## src/rtl/vscr_pkg.sv

```systemverilog
// shared constants and carrier types of the status/control register pair
package vscr_pkg;

  localparam int unsigned CLK_HZ        = 200_000_000;
  localparam int unsigned CLK_PER_US    = CLK_HZ / 1_000_000;
  localparam int unsigned SKIP_HOLD_NS  = 6000;
  localparam int unsigned SKIP_HOLD_CYC = (SKIP_HOLD_NS * CLK_PER_US + 999) / 1000;
  localparam int unsigned RESP_WIN_US   = 135;
  localparam int unsigned RESP_WIN_CYC  = RESP_WIN_US * CLK_PER_US;
  localparam int unsigned SKIP_CNT_W    = 11;
  localparam int unsigned RESP_CNT_W    = 15;
  localparam logic [3:0]  XFER_BITS     = 4'h8;
  localparam logic [4:0]  RESET_DIV     = 5'h10;
  localparam logic [7:0]  CTRL_RESET    = 8'h00;

  // control byte, bit 7 first
  typedef struct packed {
    logic       ack;
    logic       multi_byte_response_flag;
    logic       nxt;
    logic       pd;
    logic       quad;
    logic [2:0] ds;
  } vscr_ctrl_t;

  // status byte, bit 7 first
  typedef struct packed {
    logic end_of_data_flag;
    logic multi_byte_response_flag;
    logic unused;
    logic first_power_up_flag;
    logic quad;
    logic crc;
    logic err;
    logic break_flag;
  } vscr_stat_t;

  // events and levels from the frame state machine and codec, same clock
  typedef struct packed {
    logic data_xfer_start;
    logic data_xfer_done;
    logic data_xfer_busy;
    logic xfer_is_ifr;
    logic xfer_first_of_frame;
    logic long_nb_after_eod;
    logic crc_error;
    logic symbol_error;
    logic short_byte;
    logic frame_width_error;
    logic echo_fail;
    logic host_late_start;
    logic missing_long_rdy;
    logic break_symbol;
    logic idle_start;
    logic idle_pin_low;
    logic bus_quiet;
    logic resp_tx_start;
    logic resp_tx_ok;
    logic resp_arb_lost;
    logic crc_byte_done;
  } vscr_link_ev_t;

  // steering towards the frame state machine and codec
  typedef struct packed {
    logic resp_enable;
    logic resp_append_crc;
    logic quad_speed_mode;
    logic skip_to_idle;
    logic sleep_request;
    logic codec_hold;
    logic rdy_long;
    logic tb_tick;
  } vscr_link_ctl_t;

  typedef enum logic [2:0] {SH_IDLE, SH_LEAD, SH_HIGH, SH_LOW, SH_LAG} vscr_sh_state_t;

  typedef struct packed {
    vscr_sh_state_t state;
    logic [7:0]     sh;
    logic [3:0]     cnt;
    logic           sck;
    logic           sout;
    logic           act;
    logic           done;
  } vscr_sh_st_t;

  typedef enum logic [1:0] {SK_OFF, SK_HOLD, SK_WAIT} vscr_skip_t;

  typedef struct packed {
    logic [1:0]            stat_q;
    logic [1:0]            rdy_q;
    logic [1:0]            bus_q;
    logic [1:0]            sin_q;
    logic                  stat_prev;
    logic                  bus_prev;
    vscr_ctrl_t            ctrl;
    logic                  end_of_data_flag;
    logic                  multi_byte_response_flag;
    logic                  first_power_up_flag;
    logic                  crc;
    logic                  err;
    logic                  break_flag;
    logic                  brk_armed;
    logic                  codec_quad;
    logic                  pend;
    logic                  xch_active;
    vscr_stat_t            snap;
    logic                  configured;
    logic                  resp_tx_seen;
    logic                  resp_suspend;
    logic                  win_open;
    logic [RESP_CNT_W-1:0] win_cnt;
    vscr_skip_t            skip;
    logic [SKIP_CNT_W-1:0] skip_cnt;
    logic [4:0]            div_cnt;
    logic                  tb_tick;
    logic                  rdy_long;
  } vscr_regs_st_t;

  // divide-by for each divide select, giving the 2 MHz time base
  function automatic logic [4:0] vscr_div_value(input logic [2:0] sel);
    logic [4:0] d;
    d = 5'h01;
    unique case (sel)
      3'h0: d = 5'h0c;
      3'h1: d = 5'h06;
      3'h2: d = 5'h0a;
      3'h3: d = 5'h05;
      3'h4: d = 5'h08;
      3'h5: d = 5'h04;
      3'h6: d = 5'h02;
      3'h7: d = 5'h01;
    endcase
    return d;
  endfunction

endpackage

```

## src/rtl/vscr_regs.sv

```systemverilog
// status and control register pair with its serial exchange
// What this block does
// status request runs one status/control byte swap
// exchange moves eight bits, msb first, device clocks
// end-of-data flag set on ifr byte transfer
// multi-byte flag from control bit or long normalisation
// multi-byte status copy follows data transfers only
// status bit 5 always reads zero
// first-time-up high only in first exchange
// quad status mirrors control, cleared by break end
// codec speed changes only on bus edge
// crc flag set on error, cleared after exchange
// bus faults set the error flag
// host timing faults set the error flag
// error flag cleared by reset and exchange end
// break flag on first rise after break symbol
// host re-arbitrates after break once idle
// control byte layout, sticky host-set bits, reset clear
// response request sends ifr, cleared by success/idle
// response bits accepted until 135 us after crc
// host uses long ready for single-byte response
// single response once; multi-byte suspends after loss
// multi-byte response gets crc appended
// multi-byte bit clears at idle after response
// skip-to-idle holds idle high 6 us, waits idle
// ready still high at transfer end means last
// divide select yields the 2 MHz time base
// flags clear only after their set value shifted out
`timescale 1ns/1ps
`default_nettype none
module vscr_regs #(
  parameter int unsigned RESP_WIN_CYCLES = vscr_pkg::RESP_WIN_CYC
) (
  input  wire  logic                    clk,
  input  wire  logic                    rst,
  input  wire  logic                    stat_req,
  input  wire  logic                    rdy,
  input  wire  logic                    bus_symbol_in,
  input  wire  logic                    sin,
  input  wire  vscr_pkg::vscr_link_ev_t ev,
  output vscr_pkg::vscr_link_ctl_t      lc,
  output vscr_pkg::vscr_stat_t          link_status_byte,
  output vscr_pkg::vscr_ctrl_t          link_control_byte,
  output logic                          sck,
  output logic                          sck_oe_n,
  output logic                          sout,
  output logic                          sout_oe_n,
  output logic                          sactive_n
);

  vscr_pkg::vscr_regs_st_t st_ff;
  vscr_pkg::vscr_regs_st_t nxt_st;

  vscr_pkg::vscr_stat_t status_now;
  vscr_pkg::vscr_ctrl_t rx_ctrl;
  logic [7:0]           rx_byte;
  logic                 sh_busy;
  logic                 sh_done;
  logic                 xch_start;
  logic                 xch_end;
  logic                 stat_rise;
  logic                 bus_rise;
  logic                 bus_edge;
  logic                 brk_end;
  logic [4:0]           div_now;

  assign stat_rise = st_ff.stat_q[1] & ~st_ff.stat_prev;
  assign bus_rise  = st_ff.bus_q[1] & ~st_ff.bus_prev;
  assign bus_edge  = st_ff.bus_q[1] ^ st_ff.bus_prev;
  assign brk_end   = bus_rise & st_ff.brk_armed;
  assign xch_end   = sh_done & st_ff.xch_active;
  assign rx_ctrl   = vscr_pkg::vscr_ctrl_t'(rx_byte);

  // time base runs at the safe divide until software has set a divide
  assign div_now = st_ff.configured ? vscr_pkg::vscr_div_value(st_ff.ctrl.ds)
                                    : vscr_pkg::RESET_DIV;

  // the status word presented to the host
  always_comb begin
    status_now        = '0;
    status_now.end_of_data_flag    = st_ff.end_of_data_flag;
    status_now.multi_byte_response_flag   = st_ff.multi_byte_response_flag;
    status_now.unused = 1'b0;
    status_now.first_power_up_flag    = st_ff.first_power_up_flag;
    status_now.quad   = st_ff.ctrl.quad;
    status_now.crc    = st_ff.crc;
    status_now.err    = st_ff.err;
    status_now.break_flag    = st_ff.break_flag;
  end

  // an exchange waits for any data byte transfer to finish
  assign xch_start = st_ff.pend & ~sh_busy & ~ev.data_xfer_busy & ~st_ff.xch_active;

  always_comb begin
    nxt_st = st_ff;

    // two flops on every pin input
    nxt_st.stat_q    = {st_ff.stat_q[0], stat_req};
    nxt_st.rdy_q     = {st_ff.rdy_q[0], rdy};
    nxt_st.bus_q     = {st_ff.bus_q[0], bus_symbol_in};
    nxt_st.sin_q     = {st_ff.sin_q[0], sin};
    nxt_st.stat_prev = st_ff.stat_q[1];
    nxt_st.bus_prev  = st_ff.bus_q[1];

    // time base divider
    if (st_ff.div_cnt >= div_now - 5'h01) begin
      nxt_st.div_cnt = 5'h00;
      nxt_st.tb_tick = 1'b1;
    end else begin
      nxt_st.div_cnt = st_ff.div_cnt + 5'h01;
      nxt_st.tb_tick = 1'b0;
    end

    // status request handshake
    if (stat_rise) begin
      nxt_st.pend = 1'b1;
    end
    if (xch_start) begin
      nxt_st.pend       = 1'b0;
      nxt_st.xch_active = 1'b1;
      nxt_st.snap       = status_now;
    end

    // flags cleared by a finished exchange drop only the bits that were sent
    if (xch_end) begin
      nxt_st.xch_active = 1'b0;
      nxt_st.configured = 1'b1;
      nxt_st.first_power_up_flag        = 1'b0;
      if (st_ff.snap.crc) begin
        nxt_st.crc = 1'b0;
      end
      if (st_ff.snap.err) begin
        nxt_st.err = 1'b0;
      end
      if (st_ff.snap.break_flag) begin
        nxt_st.break_flag = 1'b0;
      end
    end

    // end-of-data flag follows unsolicited data transfers
    if (ev.data_xfer_start && ev.xfer_first_of_frame && !ev.xfer_is_ifr) begin
      nxt_st.end_of_data_flag = 1'b0;
    end
    if (ev.data_xfer_start && ev.xfer_is_ifr) begin
      nxt_st.end_of_data_flag = 1'b1;
    end

    // multi-byte status copy lags the control bit until a data transfer ends
    if (ev.data_xfer_start && ev.xfer_first_of_frame) begin
      nxt_st.multi_byte_response_flag = 1'b0;
    end
    if ((ev.data_xfer_done && st_ff.ctrl.multi_byte_response_flag) || ev.long_nb_after_eod) begin
      nxt_st.multi_byte_response_flag = 1'b1;
    end

    // ready level at the end of a transfer marks the last byte
    if (ev.data_xfer_done) begin
      nxt_st.rdy_long = st_ff.rdy_q[1];
    end

    // sticky error flags; a set in the clearing cycle wins
    if (ev.crc_error) begin
      nxt_st.crc = 1'b1;
    end
    if (ev.symbol_error || ev.short_byte || ev.frame_width_error || ev.echo_fail) begin
      nxt_st.err = 1'b1;
    end
    if (ev.host_late_start || ev.missing_long_rdy || (stat_rise && ev.data_xfer_busy)) begin
      nxt_st.err = 1'b1;
    end

    // break flag waits for the bus to come back
    if (ev.break_symbol) begin
      nxt_st.brk_armed = 1'b1;
    end
    if (brk_end) begin
      nxt_st.break_flag       = 1'b1;
      nxt_st.brk_armed = 1'b0;
    end

    // response window after the message crc byte
    if (ev.crc_byte_done) begin
      nxt_st.win_open = 1'b1;
      nxt_st.win_cnt  = vscr_pkg::RESP_CNT_W'(RESP_WIN_CYCLES - 1);
    end else if (st_ff.win_cnt != '0) begin
      nxt_st.win_cnt = st_ff.win_cnt - vscr_pkg::RESP_CNT_W'(1);
    end else if (ev.idle_start) begin
      nxt_st.win_open = 1'b1;
    end else if (st_ff.win_open && st_ff.win_cnt == '0 && st_ff.resp_tx_seen == 1'b0 &&
                 ev.idle_pin_low == 1'b0 && st_ff.end_of_data_flag) begin
      nxt_st.win_open = 1'b0;
    end

    // response progress bookkeeping
    if (ev.resp_tx_start) begin
      nxt_st.resp_tx_seen = 1'b1;
    end
    if (ev.resp_arb_lost && st_ff.ctrl.multi_byte_response_flag) begin
      nxt_st.resp_suspend = 1'b1;
    end
    if (ev.idle_start) begin
      nxt_st.resp_tx_seen = 1'b0;
      nxt_st.resp_suspend = 1'b0;
    end

    // hardware clears of the host-set control bits
    if (ev.resp_tx_ok || ev.idle_start) begin
      nxt_st.ctrl.ack = 1'b0;
    end
    if (ev.idle_start && st_ff.resp_tx_seen) begin
      nxt_st.ctrl.multi_byte_response_flag = 1'b0;
    end
    if (!st_ff.bus_q[1] || stat_rise || st_ff.rdy_q[1]) begin
      nxt_st.ctrl.pd = 1'b0;
    end

    // control byte captured from the host; sticky bits only set here
    if (xch_end) begin
      if (st_ff.win_open) begin
        nxt_st.ctrl.ack  = nxt_st.ctrl.ack | rx_ctrl.ack;
        nxt_st.ctrl.multi_byte_response_flag = nxt_st.ctrl.multi_byte_response_flag | rx_ctrl.multi_byte_response_flag;
      end
      nxt_st.ctrl.nxt = st_ff.ctrl.nxt | rx_ctrl.nxt;
      nxt_st.ctrl.pd  = nxt_st.ctrl.pd | rx_ctrl.pd;
      nxt_st.ctrl.ds  = rx_ctrl.ds;
      // speed bit only changes on an idle bus or in the first exchange
      if (ev.idle_pin_low || !st_ff.configured) begin
        nxt_st.ctrl.quad = rx_ctrl.quad & ~st_ff.snap.break_flag;
      end
    end

    // end of a break drops quad speed
    if (brk_end) begin
      nxt_st.ctrl.quad = 1'b0;
    end

    // codec speed follows the control bit only at a bus edge
    if (bus_edge) begin
      nxt_st.codec_quad = st_ff.ctrl.quad;
    end
    if (brk_end) begin
      nxt_st.codec_quad = 1'b0;
    end

    // skip-to-idle sequence
    unique case (st_ff.skip)
      vscr_pkg::SK_OFF: begin
        if (xch_end && rx_ctrl.nxt) begin
          nxt_st.skip     = vscr_pkg::SK_HOLD;
          nxt_st.skip_cnt = vscr_pkg::SKIP_CNT_W'(vscr_pkg::SKIP_HOLD_CYC - 1);
        end
      end
      vscr_pkg::SK_HOLD: begin
        if (st_ff.skip_cnt != '0) begin
          nxt_st.skip_cnt = st_ff.skip_cnt - vscr_pkg::SKIP_CNT_W'(1);
        end else if (ev.bus_quiet) begin
          nxt_st.skip     = vscr_pkg::SK_OFF;
          nxt_st.ctrl.nxt = 1'b0;
        end else begin
          nxt_st.skip = vscr_pkg::SK_WAIT;
        end
      end
      vscr_pkg::SK_WAIT: begin
        // bus activity ignored until a fresh idle
        if (ev.idle_start) begin
          nxt_st.skip     = vscr_pkg::SK_OFF;
          nxt_st.ctrl.nxt = 1'b0;
        end
      end
      default: begin
        nxt_st.skip = vscr_pkg::SK_OFF;
      end
    endcase
  end

  always_ff @(posedge clk) begin
    if (rst) begin
      st_ff                 <= '0;
      st_ff.ctrl            <= vscr_pkg::vscr_ctrl_t'(vscr_pkg::CTRL_RESET);
      st_ff.first_power_up_flag             <= 1'b1;
      st_ff.win_open        <= 1'b1;
      st_ff.skip            <= vscr_pkg::SK_OFF;
      // idle bus reads high, so no false edge follows reset
      st_ff.bus_q           <= 2'h3;
      st_ff.bus_prev        <= 1'h1;
    end else begin
      st_ff <= nxt_st;
    end
  end

  vscr_serial_shifter u_shifter (
    .clk       (clk),
    .rst       (rst),
    .tb_tick   (st_ff.tb_tick),
    .start     (xch_start),
    .tx_byte   (status_now),
    .sin_s     (st_ff.sin_q[1]),
    .busy      (sh_busy),
    .done      (sh_done),
    .rx_byte   (rx_byte),
    .sck       (sck),
    .sck_oe_n  (sck_oe_n),
    .sout      (sout),
    .sout_oe_n (sout_oe_n),
    .sactive_n (sactive_n)
  );

  // a response needs the request bit; the multi-byte bit alone sends nothing
  assign lc.resp_enable     = st_ff.ctrl.ack & ~st_ff.resp_suspend;
  assign lc.resp_append_crc = st_ff.ctrl.ack & st_ff.ctrl.multi_byte_response_flag;
  assign lc.quad_speed_mode = st_ff.codec_quad;
  assign lc.skip_to_idle    = (st_ff.skip != vscr_pkg::SK_OFF);
  assign lc.sleep_request   = st_ff.ctrl.pd;
  // frame logic stays passive until the divide has been set once
  assign lc.codec_hold      = ~st_ff.configured;
  assign lc.rdy_long        = st_ff.rdy_long;
  assign lc.tb_tick         = st_ff.tb_tick;

  assign link_status_byte   = status_now;
  assign link_control_byte  = st_ff.ctrl;

endmodule // vscr_regs
`default_nettype wire

```

## src/rtl/vscr_serial_shifter.sv

```systemverilog
// serial byte exchange master: eight clocks, msb first
`timescale 1ns/1ps
`default_nettype none
module vscr_serial_shifter (
  input  wire  logic       clk,
  input  wire  logic       rst,
  input  wire  logic       tb_tick,
  input  wire  logic       start,
  input  wire  logic [7:0] tx_byte,
  input  wire  logic       sin_s,
  output logic             busy,
  output logic             done,
  output logic [7:0]       rx_byte,
  output logic             sck,
  output logic             sck_oe_n,
  output logic             sout,
  output logic             sout_oe_n,
  output logic             sactive_n
);

  vscr_pkg::vscr_sh_st_t st_ff;
  vscr_pkg::vscr_sh_st_t nxt_st;

  always_comb begin
    nxt_st      = st_ff;
    nxt_st.done = 1'b0;
    unique case (st_ff.state)
      vscr_pkg::SH_IDLE: begin
        if (start) begin
          nxt_st.sh    = tx_byte;
          nxt_st.cnt   = 4'h0;
          nxt_st.act   = 1'b1;
          nxt_st.state = vscr_pkg::SH_LEAD;
        end
      end
      vscr_pkg::SH_LEAD: begin
        // one time-base step of lead before the first clock
        if (tb_tick) begin
          nxt_st.sck   = 1'b1;
          nxt_st.sout  = st_ff.sh[7];
          nxt_st.state = vscr_pkg::SH_HIGH;
        end
      end
      vscr_pkg::SH_HIGH: begin
        if (tb_tick) begin
          nxt_st.sck   = 1'b0;
          nxt_st.sh    = {st_ff.sh[6:0], sin_s};
          nxt_st.cnt   = st_ff.cnt + 4'h1;
          nxt_st.state = vscr_pkg::SH_LOW;
        end
      end
      vscr_pkg::SH_LOW: begin
        if (tb_tick) begin
          if (st_ff.cnt == vscr_pkg::XFER_BITS) begin
            nxt_st.state = vscr_pkg::SH_LAG;
          end else begin
            nxt_st.sck   = 1'b1;
            nxt_st.sout  = st_ff.sh[7];
            nxt_st.state = vscr_pkg::SH_HIGH;
          end
        end
      end
      vscr_pkg::SH_LAG: begin
        if (tb_tick) begin
          nxt_st.act   = 1'b0;
          nxt_st.sout  = 1'b0;
          nxt_st.done  = 1'b1;
          nxt_st.state = vscr_pkg::SH_IDLE;
        end
      end
    endcase
  end

  always_ff @(posedge clk) begin
    if (rst) begin
      st_ff <= '{state: vscr_pkg::SH_IDLE, sh: 8'h00, cnt: 4'h0, sck: 1'b0,
                 sout: 1'b0, act: 1'b0, done: 1'b0};
    end else begin
      st_ff <= nxt_st;
    end
  end

  assign busy      = (st_ff.state != vscr_pkg::SH_IDLE);
  assign done      = st_ff.done;
  assign rx_byte   = st_ff.sh;
  assign sck       = st_ff.sck;
  assign sout      = st_ff.sout;
  // pins float outside an exchange so other serial devices may use the bus
  assign sck_oe_n  = ~st_ff.act;
  assign sout_oe_n = ~st_ff.act;
  assign sactive_n = ~st_ff.act;

endmodule // vscr_serial_shifter
`default_nettype wire

```

## config.mk

```make
export PLATFORM = sky130hd
export DESIGN_NAME = vscr_regs
export DESIGN_NICKNAME = d
export VERILOG_FILES = /design/src/rtl/vscr_pkg.sv /design/src/rtl/vscr_regs.sv /design/src/rtl/vscr_serial_shifter.sv
export SDC_FILE = /design/constraint.sdc
export NUM_CORES = 1
export LEC_CHECK = 0
export BUFFER_PORTS_ARGS = -buffer_cell sky130_fd_sc_hd__buf_2
export CORE_ASPECT_RATIO = 1.1
export CORE_UTILIZATION = 55
export CTS_CLUSTER_SIZE = 20
export DETAILED_ROUTE_END_ITERATION = 8
export HOLD_SLACK_MARGIN = 0.05
export PLACE_DENSITY = 0.73
export SLEW_MARGIN = 20
export SYNTH_ARGS = -nofsm -noshare
export SYNTH_HDL_FRONTEND = slang
export SYNTH_SLANG_ARGS = --single-unit
```

## constraint.sdc

```tcl
create_clock -name clk -period 2.7 [get_ports clk]
set_input_delay 0.54 -clock clk [delete_from_list [all_inputs] [get_ports clk]]
set_output_delay 0.54 -clock clk [all_outputs]
set_load 0.005 [all_outputs]
```

### After elaboration in Yosys (flattened, before gate mapping)

Memory sizes are Yosys's and may differ from the RTL's. A register that Yosys moved wholly into a read port is not among the register bits.
Cells that the tools add are included.

* output and inout bits: 29
* bits in registers: 89
* memories: 1
* input port bits: 27
* word-level logic and storage cells: 215
* memory bits (read-only): 32

* multiplexer cells: 54
* bitwise logic cells: 28
* $lt $le $gt $ge: 1
* equality and inequality tests: 17
* $add $sub $neg: 5
* reduce and logical (&&, ||, !) cells: 66

Memory list
* (name not given): words 8, width 4, read ports 1, clocked after Yosys merged registers in 1, wr ports 0, line vscr_pkg.sv:124 `unique case (sel)`

Operators with widths (count)
* 15-bit two-way mux: 3
* 3-bit two-way mux: 8
* 12-bit one-hot mux with 2 select lines: 1
* 2-bit nonzero test: 12
* 1-bit two-way mux: 22
* 11-bit one-hot mux with 2 select lines: 1
* 2-bit inequality test, second input constant: 9
* 16-bit two-way mux: 1
* 2-bit two-way mux: 8
* 15-bit zero test: 1
* 3-bit one-hot mux with 5 select lines: 1
* 5-bit AND reduction: 3
* 15-bit nonzero test: 1
* 3-bit nonzero test: 5
* 15-bit by 1-bit subtractor with 15-bit output, second input constant: 1
* 2-bit OR reduction: 7
* 13-bit two-way mux: 1
* 1-bit inverter: 13
* 1-bit logical AND: 12
* 3-bit AND reduction: 4
* 11-bit two-way mux: 1
* 11-bit nonzero test: 1
* 11-bit by 1-bit subtractor with 11-bit output, second input constant: 1
* 1-bit AND: 10
* 23 further kinds: 44

### Logic depth before layout (Yosys ltp)

* depth in word-level cells: 10
* depth in mapped cells: 10
* mapped depth without buffers: 10

### Hierarchy

From an unflattened synthesis, not the netlist that was laid out.

* cells, all modules: 498
* area total of the unflattened synthesis: 4518.1 µm²

Modules (own cells, without submodules)
* vscr_regs: area an instance 3480.8 µm², seq. area each 1481.4 µm², times used 1, cells an instance 385
* vscr_serial_shifter: area an instance 1037.2 µm², seq. area each 380.4 µm², times used 1, cells an instance 113

### Worst setup path after synthesis

No wires, ideal clock.

* path kind: input -> register
* start point: in rst
* end point: reg (tool-made name)
* data required time: 2.579 ns
* data arrival time: 1.797 ns
* setup slack: 0.782 ns
* stages on the path: 6
* cell sequence: clkbuf_1 > clkbuf_1 > a21oi_1 > inv_1 > ha_1 > mux2_2

RTL lines
* from (decl): line vscr_regs.sv:35 `input wire logic rst,`

### Worst setup path in the final report

* start point: reg st_ff[18] (netlist bit)
* end point: reg st_ff[17] (netlist bit)

* longest elaborated chain between the ends: 3

RTL lines
* from (decl): line vscr_regs.sv:51 `vscr_pkg::vscr_regs_st_t st_ff;`
* from (signal assigned): line vscr_regs.sv:287 `st_ff <= nxt_st;`
* 2-bit by 1-bit == test with 1-bit output or 2-bit zero test (tied branches): line vscr_regs.sv:246 `unique case (st_ff.skip)`
* 2-bit inequality test (no line) or 2-bit nonzero test (tied branches)
* 3-bit AND reduction (no line)

Parallel ways exist; a longest one is shown, timed or not.
A chain may end at the register's enable or synchronous reset.

==> results.yml <==
run_status:
  outcome: "finished clean"
clock_tree:
  post_cts_resized: 0
  cts_htree_levels: 3
  max-clock-path-buffers: 2
  clk_transition_reported_paths_ns: 0.09
  cts_tree: "built"
  cts_buffers: 9
  cts_hold_buf: 0
  cts.root.buffer_cell: "clkbuf_8"
  postCtsSetupRepairBufs: 0
  worst_skew_pair.late_latency_ns: 0.35
  clock-sinks: 93
place:
  place.gp.congestion: 0.825
  dp_slack_ns: 0.558
  io_buffers: 54
  postPlaceCellArea_um2: 4570
  dpl.cell_count: 613
  dp_hpwl_um: 5970
worst_setup_path:
  crit_path_top_delay_cell: "a2111oi_1"
  worstPathMaxFanout: 5
  r2r-start: "st_ff[18]$_SDFFE_PP0P_"
  worst_path_largest_cell_delay_ns: 0.74
  worst_setup_path_start_kind: "flip-flop"
  path_cells: "inv_1 -> ha_1 -> nand2b_1 -> a2111oi_1 -> nand4b_1 -> xor2_1 -> a21oi_1"
  setup.worst_path.end_class: "flip-flop"
  worst_r2r_path_depth: 7
  timing.critical_path.from: "st_ff[18]$_SDFFE_PP0P_"
  type_of_the_setup_path_with_the_least_slack: "reg -> reg"
  crit_required_ns: 2.97
  arrival_ns: 2.45
  r2r_end: "st_ff[17]$_SDFFE_PP0P_"
  regToRegSetupSlack_ns: 0.52
logic_synthesis:
  synth_async_sr_flop_share_pct: 0
  synth_xor_area_share_pct: 4.22
  synth_seq_area_share_pct: 42.7
  synth_compound_gate_area_share_pct: 13.0
  synth-simple-area-share_pct: 22.5
  synthAdderAreaFrac_pct: 6.61
  synth_common_cells: "dfxtp_1, nor2_1, nand2_1"
  yosys.cell_types.count: 60
  syn_area_um2: 4360
  synth_edf_count: 0
  synth.most_common_cell: "dfxtp_1"
  postSynthCellCount: 490
  netlist_top_cells_area: "dfxtp_1, ha_1, nor2_1"
  synth.area.mux_share_pct: 3.50
  yosys_register_bits: 93
  post-synth-top-area-fraction_pct: 42.7
  ys_warn_count: 0
  synth_largest_area_cell: "dfxtp_1"
  postSynthNetCount: 540
  synth_top_flop_cell: "dfxtp_1"
  syn-mean-instance-area_um2: 8.89
  main_combinational_cell_family_by_area_after_synthesis: "simple AND/OR/NAND/NOR gates"
global_routing:
  grt_pass1_vias: 3048
  first_pass_grt_wire_length_um: 14000
  grt_max_degree: 56
  grt_usage_pct: 21.5
  grt_antenna_before_repair: 0
  grt.overflow.total: 0
sta:
  finalClockSkew_ns: 0.0149
  report.final.setup_viol: 0
  finalWorstPathRequiredPeriod_ns: 2.18
  finalWorstSetupSlack_ns: 0.520
  fmaxAchievable_mhz: 459
  hold_viol: 0
  grt_setup_unrepaired: "no"
  post-route-period-util_pct: 80.7
  maxSlewHeadroom_pct: 48.9
  finalMaxSlewViolations: 0
  transition_time_at_the_pin_with_the_least_slew_margin_ns: 0.765
  fin_setup_tns_ns: 0
hold_path:
  hp-class: "in -> reg"
  hold_end: "nxt_st[70]$_SDFF_PP1_"
  hold_sp: "bus_symbol_in"
  hold_depth: 2
floorplanning:
  die_height_um: 95.3
  core_um2: 7560
  floorplan.rows: 33
  die_x_um: 86.8
  io_pins: 56
  initial_utilization_pct: 57.6
  die-area_um2: 8280
finish:
  diodes: 0
  seq_area_um2: 1860
  area_of_all_placed_cells_without_fillers_um2: 4750
  area_used_by_multi_input_combinational_logic_um2: 2180
  syn_to_final_growth_pct: 9.14
  final-instance-count-excl-fill: 629
  num-nets-final: 569
  final_layout_size_suffix_gt1_share_pct: 17.7
  fill_cell_total_of_the_finished_layout: 658
route:
  postRouteWirelength_um: 8210
  drt-initial-drc-count: 113
  postRouteAntennaNets: 0
  routed-via-count: 3394
  drcViolationCount: 0
  drt_first_pass_iters: 4
  drt-wirelength-per-cell_um: 13.1
  route.detailed.vias_per_inst: 5.40
job:
  cap_violations: 0
pwr:
  maximum_vdd_drop_mv: 0.365
  power.leakage_uw: 0.00192
  power.density_nw_per_um2: 551
[through the flow]
| step | total power, uW | hold slack (ns) | utilization [%] |
|---|---|---|---|
| 2_1_floorplan | 1720 | 0.389 | - |
| 3_3_place_gp | 1780 | 0.393 | 60.5 |
| 3_5_place_dp | 1800 | 0.414 | 60.5 |
| 4_1_cts | 2650 | 0.352 | 62.9 |
| 5_1_grt | 2760 | 0.348 | 62.9 |
| 6_report | 2620 | 0.363 | 62.9 |
[sequential cells by signal, indices dropped and copies added, names as in the netlist, named ones only]
name	flops
lc	4
st_ff	47
nxt_st	6
link_status_byte	6
u_shifter.done	1
link_control_byte	7
u_shifter.st_ff	8
u_shifter.sout	1
u_shifter.rx_byte	8
u_shifter.sck	1
[worst max-delay path: cells and delay by family (launching register included)]
kind | cells | cell delay (ns)
AO/OA/AOI/OAI | 2 | 0.88
XOR/XNOR | 1 | 0.17
adder cells (fa/ha/maj) | 1 | 0.25
buffers and inverters | 1 | 0.09
flip-flops | 1 | 0.37
AND/OR/NAND/NOR | 2 | 0.36
[cells in the final DEF (no fill, tap or decap), types with 13 or more instances in the layout]
cell,n
nor3_1,15
buf_2,54
a21oi_1,34
dfxtp_1,93
ha_1,23
nor2_1,54
mux2i_1,13
xor2_1,17
nand2_1,44
inv_1,21
[cell families after synthesis]
kind of cell / Yosys count
mux: 15
flops: 93
simple gates: 192
buf+inv: 62
compound gates: 83
xor+xnor: 21
other cells: 1
fa+ha+maj: 23
[area by class of cell]
type,instances,share of cell area (%)
multi-input combinational,335,45.8
sequential,93,39.2
timing repair buffer,59,6.74
clock buffer,10,2.90
tap,105,2.76
inverter,21,1.66
clock inverter,6,0.948
[how the worst max path moves through the flow]
stage | end | slack [ns] | cells past startpoint
floorplan | flip-flop | 0.78 | 6
global placement | st_ff[20]$_SDFFE_PP0P_ | 0.67 | 7
detailed placement | st_ff[17]$_SDFFE_PP0P_ | 0.56 | 7
CTS | st_ff[35]$_SDFFE_PP1P_ | 0.54 | 7
global route | st_ff[17]$_SDFFE_PP0P_ | 0.26 | 7
finish | st_ff[17]$_SDFFE_PP0P_ | 0.52 | 7
[routing by layer]
| layer | routed length (um) | vias up | track usage [%] |
|---|---|---|---|
| li1 | - | 1731 | - |
| met1 | 3740 | 1584 | 26.6 |
| met2 | 4040 | 64 | 37.1 |
| met3 | 243 | 15 | 3.12 |
| met4 | 184 | 0 | 9.72 |
| met5 | 0 | - | 0 |
[report_power, final]
group	internal (uW)	leakage (uW)	switching, uW
logic	130	0.00106	141
clock network	367	0.0000970	486
registers	1430	0.000758	60.5
total	1930	0.00192	688
No activity file was read; power rests on OpenSTA's default activity.
